File: src/logic/cph_defs.svh
// Constants for the configuration port handshake block.
`ifndef CPH_DEFS_SVH
`define CPH_DEFS_SVH
// Notes on behaviour
// - Ready high while another byte fits.
// - Selected read shows ready on bit 7 in peripheral async mode only.
// - Master parallel drives ready pin as strobe.
// - High pending output high until done.
// - Low pending output low until done.
// - Init pulled low during stabilise and clear.
// - Init held low externally keeps wait state.
// - Selected only when low-select low, high-select high.
// - Read strobe low makes bit 7 status.
// - Write strobe wins over simultaneous read for bit 7 status only.
// - Read strobe doubles as micro port strobe.
// - Pins released after done; ready kept if micro port.
`define CPH_CLK_PERIOD_NS 10
`define CPH_STAB_TIME_NS  200
`define CPH_STAB_CYCLES   ((`CPH_STAB_TIME_NS + `CPH_CLK_PERIOD_NS - 1) / `CPH_CLK_PERIOD_NS)
`define CPH_CLEAR_CYCLES  64
`define CPH_CFG_BYTES     256
`define CPH_STATUS_BIT    7
`define CPH_RCLK_DIV      4
`define CPH_FIFO_DEPTH    8
`endif

File: src/logic/cph_pkg.sv
// Types for the configuration port handshake block.
package cph_pkg;
    typedef enum logic [2:0] {
        CPH_ST_STAB  = 3'b000,
        CPH_ST_CLEAR = 3'b001,
        CPH_ST_WAIT  = 3'b010,
        CPH_ST_LOAD  = 3'b011,
        CPH_ST_DONE  = 3'b100
    } cph_state_e;
    typedef enum logic [1:0] {
        CPH_MODE_PERIPH_ASYNC = 2'b00,
        CPH_MODE_SLAVE_PAR    = 2'b01,
        CPH_MODE_MICRO_PORT   = 2'b10,
        CPH_MODE_MASTER_PAR   = 2'b11
    } cph_mode_e;
    typedef struct packed {
        logic select_active_low_n;
        logic select_active_high;
        logic wr_n;
        logic rd_n;
    } cph_strobes_s;
    typedef struct packed {
        logic o;
        logic oe;
    } cph_pin_s;
endpackage

File: src/logic/cph_top.sv
// Configuration port handshake and status pin logic.
`timescale 1ns/1ps
`include "cph_defs.svh"
module cph_top
    import cph_pkg::*;
#(
    parameter int STAB_CYCLES  = `CPH_STAB_CYCLES,
    parameter int CLEAR_CYCLES = `CPH_CLEAR_CYCLES,
    parameter int CFG_BYTES    = `CPH_CFG_BYTES,
    parameter int FIFO_DEPTH   = `CPH_FIFO_DEPTH
) (
    input  wire logic         clock,
    input  wire logic         nrst,
    input  wire cph_mode_e    mode,
    input  wire logic         micro_port_used,
    input  wire cph_strobes_s strobes,
    input  wire logic [7:0]   data_in,
    input  wire logic         init_n_in,
    output logic              init_n_out,
    output logic              init_n_oe,
    output logic              ready_out,
    output logic              ready_oe,
    output logic              d7_out,
    output logic              d7_oe,
    output logic              cfg_pending_high,
    output logic              cfg_pending_high_oe,
    output logic              cfg_pending_low,
    output logic              cfg_pending_low_oe,
    output logic              micro_port_transfer_strobe,
    output logic [7:0]        cfg_byte,
    output logic              cfg_byte_valid,
    input  wire logic         cfg_byte_ready,
    output logic              cfg_done
);
    // Counts that the sequencer cannot serve are refused while the design is elaborated.
    if (STAB_CYCLES < 1 || CLEAR_CYCLES < 1 || CFG_BYTES < 1 || FIFO_DEPTH < 2)
    begin
        $error("cph_top counts out of range");
    end
    // =========================================================
    // Input synchronisers
    // =========================================================
    cph_strobes_s strb_s1_reg;
    cph_strobes_s strb_reg;
    logic [7:0]   data_s1_reg;
    logic [7:0]   data_reg;
    logic         init_s1_reg;
    logic         init_reg;
    logic         wr_prev_reg;
    always_ff @(posedge clock)
    begin
        if (!nrst)
        begin
            strb_s1_reg <= '{1'b1, 1'b0, 1'b1, 1'b1};
            strb_reg    <= '{1'b1, 1'b0, 1'b1, 1'b1};
            data_s1_reg <= 8'h00;
            data_reg    <= 8'h00;
            init_s1_reg <= 1'b1;
            init_reg    <= 1'b1;
            wr_prev_reg <= 1'b1;
        end
        else
        begin
            strb_s1_reg <= strobes;
            strb_reg    <= strb_s1_reg;
            data_s1_reg <= data_in;
            data_reg    <= data_s1_reg;
            init_s1_reg <= init_n_in;
            init_reg    <= init_s1_reg;
            wr_prev_reg <= strb_reg.wr_n;
        end
    end
    logic selected;
    logic wr_act;
    logic rd_act;
    logic wr_take;
    logic fifo_in_ready;
    logic [7:0] rclk_div_reg;
    logic       rclk_reg;
    logic       rclk_fall;
    logic [7:0] fifo_out_data;
    logic       fifo_out_valid;
    logic       fifo_out_ready;
    assign selected = !strb_reg.select_active_low_n && strb_reg.select_active_high;
    assign wr_act   = selected && !strb_reg.wr_n;
    assign rd_act   = selected && !strb_reg.rd_n && strb_reg.wr_n;
    // =========================================================
    // Configuration sequencer
    // =========================================================
    cph_state_e state_reg;
    logic [31:0] cnt_reg;
    logic        loading;
    assign loading = (state_reg == CPH_ST_LOAD);
    assign wr_take = loading && wr_act && wr_prev_reg && fifo_in_ready && mode != CPH_MODE_MASTER_PAR;
    always_ff @(posedge clock)
    begin
        if (!nrst)
        begin
            state_reg <= CPH_ST_STAB;
            cnt_reg   <= 32'h0000_0000;
        end
        else
        begin
            case (state_reg)
                CPH_ST_STAB:
                begin
                    cnt_reg <= cnt_reg + 32'h0000_0001;
                    if (cnt_reg >= 32'(STAB_CYCLES - 1))
                    begin
                        state_reg <= CPH_ST_CLEAR;
                        cnt_reg   <= 32'h0000_0000;
                    end
                end
                CPH_ST_CLEAR:
                begin
                    cnt_reg <= cnt_reg + 32'h0000_0001;
                    if (cnt_reg >= 32'(CLEAR_CYCLES - 1))
                    begin
                        state_reg <= CPH_ST_WAIT;
                        cnt_reg   <= 32'h0000_0000;
                    end
                end
                CPH_ST_WAIT:
                begin
                    if (init_reg) state_reg <= CPH_ST_LOAD;
                end
                CPH_ST_LOAD:
                begin
                    if (wr_take || (mode == CPH_MODE_MASTER_PAR && rclk_fall))
                    begin
                        cnt_reg <= cnt_reg + 32'h0000_0001;
                        if (cnt_reg >= 32'(CFG_BYTES - 1)) state_reg <= CPH_ST_DONE;
                    end
                end
                CPH_ST_DONE:
                begin
                    state_reg <= CPH_ST_DONE;
                end
                default:
                begin
                    state_reg <= CPH_ST_STAB;
                end
            endcase
        end
    end
    // =========================================================
    // Master parallel read strobe toward external memory
    // =========================================================
    assign rclk_fall = rclk_reg && (rclk_div_reg == 8'(`CPH_RCLK_DIV - 1)) && fifo_in_ready;
    always_ff @(posedge clock)
    begin
        if (!nrst)
        begin
            rclk_div_reg <= 8'h00;
            rclk_reg     <= 1'b1;
        end
        else if (loading && mode == CPH_MODE_MASTER_PAR)
        begin
            rclk_div_reg <= (rclk_div_reg == 8'(`CPH_RCLK_DIV - 1)) ? 8'h00 : rclk_div_reg + 8'h01;
            if (rclk_div_reg == 8'(`CPH_RCLK_DIV - 1) && (fifo_in_ready || !rclk_reg)) rclk_reg <= !rclk_reg;
        end
        else
        begin
            rclk_div_reg <= 8'h00;
            rclk_reg     <= 1'b1;
        end
    end
    // =========================================================
    // Byte buffer toward the configuration memory
    // =========================================================
    cph_fifo #(
        .WIDTH(8),
        .DEPTH(FIFO_DEPTH)
    ) u_fifo (
        .clock    (clock),
        .nrst     (nrst),
        .in_data  (data_reg),
        .in_valid (wr_take || (loading && mode == CPH_MODE_MASTER_PAR && rclk_fall)),
        .in_ready (fifo_in_ready),
        .out_data (fifo_out_data),
        .out_valid(fifo_out_valid),
        .out_ready(fifo_out_ready)
    );
    // =========================================================
    // Output register of the byte stream
    // =========================================================
    // A word moves on whenever the register is empty or being taken, so the
    // stream keeps its full rate while its outputs come straight from flip-flops.
    assign fifo_out_ready = !cfg_byte_valid || cfg_byte_ready;
    always_ff @(posedge clock)
    begin
        if (!nrst)
        begin
            cfg_byte       <= 8'h00;
            cfg_byte_valid <= 1'b0;
        end
        else if (fifo_out_ready)
        begin
            cfg_byte_valid <= fifo_out_valid;
            if (fifo_out_valid) cfg_byte <= fifo_out_data;
        end
    end
    // =========================================================
    // Pin drivers
    // =========================================================
    logic done;
    assign done = (state_reg == CPH_ST_DONE);
    always_ff @(posedge clock)
    begin
        if (!nrst)
        begin
            init_n_out                 <= 1'b0;
            init_n_oe                  <= 1'b1;
            ready_out                  <= 1'b0;
            ready_oe                   <= 1'b1;
            d7_out                     <= 1'b0;
            d7_oe                      <= 1'b0;
            cfg_pending_high           <= 1'b1;
            cfg_pending_high_oe        <= 1'b1;
            cfg_pending_low            <= 1'b0;
            cfg_pending_low_oe         <= 1'b1;
            micro_port_transfer_strobe <= 1'b0;
            cfg_done                   <= 1'b0;
        end
        else
        begin
            init_n_out <= 1'b0;
            init_n_oe  <= (state_reg == CPH_ST_STAB || state_reg == CPH_ST_CLEAR);
            if (mode == CPH_MODE_MASTER_PAR && !done) ready_out <= rclk_reg;
            else ready_out <= loading && fifo_in_ready && !wr_act;
            ready_oe  <= !done || micro_port_used;
            d7_out    <= loading && fifo_in_ready && !wr_act;
            d7_oe     <= !done && mode == CPH_MODE_PERIPH_ASYNC && rd_act;
            cfg_pending_high    <= !done;
            cfg_pending_high_oe <= !done;
            cfg_pending_low     <= done;
            cfg_pending_low_oe  <= !done;
            micro_port_transfer_strobe <= micro_port_used && selected && !strb_reg.rd_n;
            cfg_done <= done;
        end
    end
endmodule

File: src/logic/cph_fifo.sv
// Flip-flop FIFO with valid and ready on both sides.
`timescale 1ns/1ps
module cph_fifo #(
    parameter int WIDTH = 8,
    parameter int DEPTH = 8
) (
    input  wire logic             clock,
    input  wire logic             nrst,
    input  wire logic [WIDTH-1:0] in_data,
    input  wire logic             in_valid,
    output logic                  in_ready,
    output logic      [WIDTH-1:0] out_data,
    output logic                  out_valid,
    input  wire logic             out_ready
);
    localparam int AW = $clog2(DEPTH);
    if (WIDTH < 1 || DEPTH < 2 || (1 << AW) != DEPTH)
    begin
        $error("cph_fifo depth must be a power of two");
    end
    logic [WIDTH-1:0] mem_reg [DEPTH];
    logic [AW-1:0]    wr_ptr_reg;
    logic [AW-1:0]    rd_ptr_reg;
    logic [AW:0]      count_reg;
    logic             push;
    logic             pop;
    assign in_ready  = (count_reg != DEPTH[AW:0]);
    assign out_valid = (count_reg != '0);
    assign out_data  = mem_reg[rd_ptr_reg];
    assign push      = in_valid && in_ready;
    assign pop       = out_valid && out_ready;
    always_ff @(posedge clock)
    begin
        if (push) mem_reg[wr_ptr_reg] <= in_data;
    end
    always_ff @(posedge clock)
    begin
        if (!nrst)
        begin
            wr_ptr_reg <= '0;
            rd_ptr_reg <= '0;
            count_reg  <= '0;
        end
        else
        begin
            if (push) wr_ptr_reg <= wr_ptr_reg + 1'b1;
            if (pop) rd_ptr_reg <= rd_ptr_reg + 1'b1;
            if (push && !pop) count_reg <= count_reg + 1'b1;
            else if (pop && !push) count_reg <= count_reg - 1'b1;
        end
    end
endmodule

File: config.mk
export PLATFORM = sky130hd
export DESIGN_NAME = cph_top
export DESIGN_NICKNAME = d
export VERILOG_FILES = /design/src/logic/cph_pkg.sv /design/src/logic/cph_top.sv /design/src/logic/cph_fifo.sv
export VERILOG_INCLUDE_DIRS = /design/src /design/src/logic
export SDC_FILE = /design/constraint.sdc
export NUM_CORES = 1
export LEC_CHECK = 0
export ABC_CLOCK_PERIOD_IN_PS = 3000
export BUFFER_PORTS_ARGS = -buffer_cell sky130_fd_sc_hd__buf_2
export CAP_MARGIN = 15
export CORE_UTILIZATION = 50
export CTS_CLUSTER_DIAMETER = 60
export DETAILED_ROUTE_END_ITERATION = 12
export GPL_ROUTABILITY_DRIVEN = 0
export GPL_TIMING_DRIVEN = 0
export PLACE_DENSITY = 0.7
export SYNTH_ARGS = -nofsm -noshare
export SYNTH_HDL_FRONTEND = slang
export SYNTH_HIERARCHICAL = 1
export SYNTH_SLANG_ARGS = --single-unit
File: constraint.sdc
create_clock -name clock -period 3 [get_ports clock]
set_clock_uncertainty 0.2 [all_clocks]
set_input_delay 0.15 -clock clock [delete_from_list [all_inputs] [get_ports clock]]
set_output_delay 0.15 -clock clock [all_outputs]
set_load 0.005 [all_outputs]
# Yosys cells after proc, flatten, opt, wreduce, memory -nomap -nowiden
# Memories as Yosys holds them, arrays and structs flattened. A register that Yosys moved wholly into a read port is not among the register bits.
# Index checks and enable logic that the tools add are counted.
# classes
n_bitwise	2
eq_ne	13
addsub	6
n_lt_le_gt_ge	3
n_reduce_logical	51
n_mux	15
# ops
operator	n
32-bit 2-to-1 mux	3
32-bit one-hot mux with 3 select lines	1
32-bit by 1-bit adder with 32-bit output, second input constant	1
32-bit by 5-bit greater-or-equal comparator with 1-bit output, second input constant	1
32-bit by 6-bit greater-or-equal comparator with 1-bit output, second input constant	1
32-bit by 8-bit greater-or-equal comparator with 1-bit output, second input constant	1
1-bit logical AND	25
3-bit 2-to-1 mux	5
3-bit one-hot mux with 5 select lines	1
1-bit logical NOT	10
8-bit by 1-bit adder with 8-bit output, second input constant	1
8-bit by 2-bit == test with 1-bit output, second input constant	1
4-bit 2-to-1 mux	2
2-bit inequality test, second input constant	4
3-bit by 1-bit adder with 3-bit output, second input constant	2
3-bit by 2-bit == test with 1-bit output, second input constant	2
1-bit logical OR	6
2-bit AND reduction	3
5-bit AND reduction	1
4-bit by 1-bit adder with 4-bit output, second input constant	1
2-bit by 1-bit inequality test with 1-bit output, second input constant	2
4-bit inequality test, second input constant	1
4-bit nonzero test	1
4-bit by 1-bit subtractor with 4-bit output, second input constant	1
10 further kinds	13
# totals
mem_bits_rw	64
mem_count	1
ff_bits	90
# mem_list
memory	words	word_bits	read_ports	rd_clocked_by_memory_dff	write_ports	line	text
u_fifo.mem_reg	8	8	1	1	1	cph_fifo.sv:21	logic [WIDTH-1:0] mem_reg [DEPTH];

# Logic depth before layout (Yosys ltp)
# logic_depth
word_depth	13
mapped_depth	14
ltp_nobuf	13

# Cells and area by module
# The synthesis kept the hierarchy.
# by_module_without_submodules
mod	n_inst	area_each_um2	seq_area_each_um2	cells_per_inst
cph_top	1	3679.8	1761.7	403
cph_fifo	1	3159.3	2182.1	166

# Worst setup path after synthesis
# OpenSTA, ideal clock, no wires.
# synth_path
path_kind	reg-to-reg
from	reg u_fifo.count_reg[1]
to	reg u_fifo.count_reg[3]
stages_incl_launch_ff	15
n_path_buf	1
period_less_slack_ns	3.159
path_slack_ns	-0.159
setup_time_ns	0.072
arrival_ns	2.888
cell_sequence	dfxtp_1 -> or4b_1 -> buf_6 -> and4_1 -> nand3_4 -> a21oi_1 -> nand2_4 -> inv_1 -> ha_1 -> inv_1 -> ha_1 -> a21oi_1 -> a211oi_1 -> a31oi_1 -> mux2i_1
# synth_via
elab_chain_len	8
elab_cells_between_ends	18
# synth_rtl
element	line	text
start: declaration	cph_fifo.sv:24	logic [AW:0] count_reg;
start signal: assignment	cph_fifo.sv:48	if (push && !pop) count_reg <= count_reg + 1'b1;
start signal: assignment	cph_fifo.sv:49	else if (pop && !push) count_reg <= count_reg - 1'b1;
4-bit inequality test *	cph_fifo.sv:27	assign in_ready = (count_reg != DEPTH[AW:0]);
net fifo_in_ready	cph_top.sv:77	logic fifo_in_ready;
1-bit logical AND, on equally long branches	cph_top.sv:94, cph_top.sv:149	
1-bit logical AND, on equally long branches	cph_top.sv:94, cph_top.sv:178	
1-bit logical OR	cph_top.sv:178	.in_valid (wr_take || (loading && mode == CPH_MODE_MASTER_PAR && rclk_fall)),
1-bit logical AND *	cph_fifo.sv:30	assign push = in_valid && in_ready;
net u_fifo.push	cph_fifo.sv:25	logic push;
1-bit logical NOT	cph_fifo.sv:49	
1-bit logical AND	cph_fifo.sv:49	
2-bit nonzero test (no line)	n/a	
# Mark *: on every way through the listed nets, which the timed path passes. The rest lies on a longest branch. The select of a mux whose other input is x is not followed.
# A chain may end at the register's enable or synchronous reset.

# Final worst setup path
# Same ends and word-level chain as after synthesis.

==> metrics.yaml <==
clock_path_buffers: 2
max_slew_margin_pct: 42.7
syn_area_sq_um: 6840
cap_violations: 0
nets: 682
grt_pass1_wl_microns: 21300
fin_crit_ns: 2.90
synth_top_area_share_pct: 29.6
cts_buffers: 17
finalPower_uw: 5590
drv_slew: 0
synth_largest_area_cell: "dfxtp_1"
largest_reg_flops: 64
area_growth_pct: 19.4
num_vias: 4547
drtPass1Iterations: 4
synthTopCellsByArea: "dfxtp_1, edfxtp_1, mux4_1"
grt_max_degree: 17
setup_tns_ns: 0
cp.required_ns: 3.15
grt_pass1_vias: 4290
ys_ff_latch: 165
finalCritPeriodShare_pct: 96.6
die_x_microns: 119
cts_num_sinks: 165
reg2reg_from: "u_fifo/count_reg[1]$_SDFFE_PN0P_"
syn-num-nets: 596
layout_commonest_cell: "dfxtp_1"
dp_hpwl_microns: 9160
cts_max_level: 4
start_kind: "flip-flop"
crit_fanout: 5
wl_microns: 13100
drc: 0
synth_cells: 569
synth_ff_type: "dfxtp_1"
leakagePower_uw: 0.00294
tightest_slew_ns: 0.847
rr_endpoint: "u_fifo/count_reg[3]$_SDFFE_PN0P_"
synth-edff-count: 64
port_buffers: 38
critPathCaptureType: "flip-flop"
crit_end: "u_fifo/count_reg[3]$_SDFFE_PN0P_"
start_util_pct: 51.4
root_buffer: "clkbuf_16"
clock.fmax_mhz: 345
grt-ovfl-total: 0
design.die.area_sq_um: 14200
peakVddDrop_mv: 0.328
ant_nets: 0
status: "complete, no violations"
arrival_ns: 3.05
top_level_ports: 40
setup_viol: 0
power_density_nw_per_um2: 685
most-common-layout-cells: "dfxtp_1, edfxtp_1, nand2_1"
hold_violations: 0
startpoint: "u_fifo/count_reg[1]$_SDFFE_PN0P_"
cts_tree: "yes"
rrSetupSlack_ns: 0.10
worstSetupPathType: "flip-flop to flip-flop"
rsz0062_at_grt: "true"
grt_usage_pct: 19.8
wl_per_cell_microns: 15.6
hold_path_class: "primary input to flip-flop"
antennaDiodeCount: 0
coreArea_sq_um: 13300
reg2reg_depth: 14
ys_async_sr_fraction_pct: 0
antenna_found_initial: 0
yosys_warnings: 6
layout-drive-gt1-share_pct: 20.2
clock_latency_ns: 0.42
path_clk_slew_ns: 0.06
placementRows: 42
ys_types: 70
yosysSeqAreaShare_pct: 57.7
fp.dieH_microns: 119
drt-initial-drc-count: 303
vias_per_cell: 5.39
syn_area_per_cell_sq_um: 12.0
==> stage by stage <==
step                      worst slack, ns  hold WS [ns]  instances  utilization [%]  area (sq um)
after global routing             -0.00958         0.110        844             61.4          8170
final                               0.102        0.0789        844             61.4          8170
after floorplan                    0.0113        0.0515        569                -          6870
after detailed placement           -0.248         0.144        788             55.1          7320
after CTS                          0.0124        0.0620        843             61.1          8130
after global placement             -0.616         0.137        783             54.7          7280
==> what timing repair did <==
item / 4_1_cts / 5_1_grt
setup endpoints to repair: 24 / 17
hold endpoints to repair: 21 / 0
gates cloned: 0 / 0
pin swaps: 1 / 3
hold buffers: 18 / 0
buffers inserted: 5 / 1
resized for setup: 8 / 7
==> worst min path at each step <==
stage                         from                        to  cells past startpoint
finish              cfg_byte_ready  cfg_byte[2]$_SDFFE_PN0P_                      5
global route        cfg_byte_ready  cfg_byte[3]$_SDFFE_PN0P_                      5
CTS                 cfg_byte_ready  cfg_byte[2]$_SDFFE_PN0P_                      5
detailed placement       init_n_in    init_s1_reg$_SDFF_PN1_                      2
global placement         init_n_in    init_s1_reg$_SDFF_PN1_                      2
floorplan                init_n_in    init_s1_reg$_SDFF_PN1_                      1
==> cells in the mapped netlist (2+ instances only) <==
cell type / number
or4_1: 2
a21o_1: 4
nor3_1: 8
or2_0: 2
o21ai_0: 11
o2bb2ai_1: 3
o22ai_1: 2
nand4_1: 13
a21oi_1: 22
or3_1: 2
dfxtp_1: 101
nor2b_1: 5
o211a_1: 2
xnor2_1: 9
inv_1: 8
mux2i_1: 3
nand2_1: 42
nor4b_1: 2
edfxtp_1: 64
and3_1: 10
nand2_2: 2
xor2_1: 17
ha_1: 7
mux4_1: 16
a21boi_0: 2
nand2b_1: 16
nand3_1: 38
a31oi_1: 4
a22oi_1: 2
and2_1: 28
and4_1: 7
buf_6: 3
nor2_1: 42
buf_2: 3
o31ai_1: 3
mux2_2: 9
clkbuf_1: 11
a2111oi_4: 2
nor4_1: 7
buf_4: 5
==> per-layer routing <==
layer,GRT usage [%],up-vias,wire (microns)
met5,0,-,0
met1,24.7,2184,5980
met3,5.89,13,507
met4,7.44,0,185
met2,32.6,83,6460
li1,-,2267,-
==> where the power goes <==
part	leakage [uW]	internal, uW	switching [uW]	total [uW]
sequential	0.00135	2460	88.9	2540
combinational	0.00132	521	484	1010
clock	0.000273	1170	876	2040
==> cell families (layout without fill, tap and decap cells) <==
kind of cell,count (synthesis),in the layout,synth area share (%)
flip-flops,165,165,57.7
adder cells (fa/ha/maj),8,8,1.57
XOR/XNOR,26,26,3.33
other,1,1,0.0548
AND/OR/NAND/NOR,238,238,19.2
multiplexers,28,28,8.07
buffers and inverters,35,134,2.84
AO/OA/AOI/OAI,68,68,7.24
==> critical path, cell delays in order, from the launching register on <==
cell,delay [ns]
dfxtp_4,0.36
or4b_4,0.54
buf_6,0.15
and4_4,0.17
nand3_4,0.09
a21oi_4,0.08
nand2_4,0.09
inv_1,0.05
ha_2,0.20
inv_4,0.08
ha_4,0.21
a21oi_4,0.12
a211oi_1,0.08
a31oi_1,0.21
mux2i_1,0.20
==> layout make-up <==
class                   instances  area [sq um]
repair buffers                 67           453
inverters                      10          40.0
well taps                     176           220
clock buffers                  21           483
clock inverters                11          88.8
fillers                      1056          5130
flip-flops and latches        165          3950
plain buffers                  25           156
multi-input cells             369          2780
No activity file was read; power rests on OpenSTA's default activity.
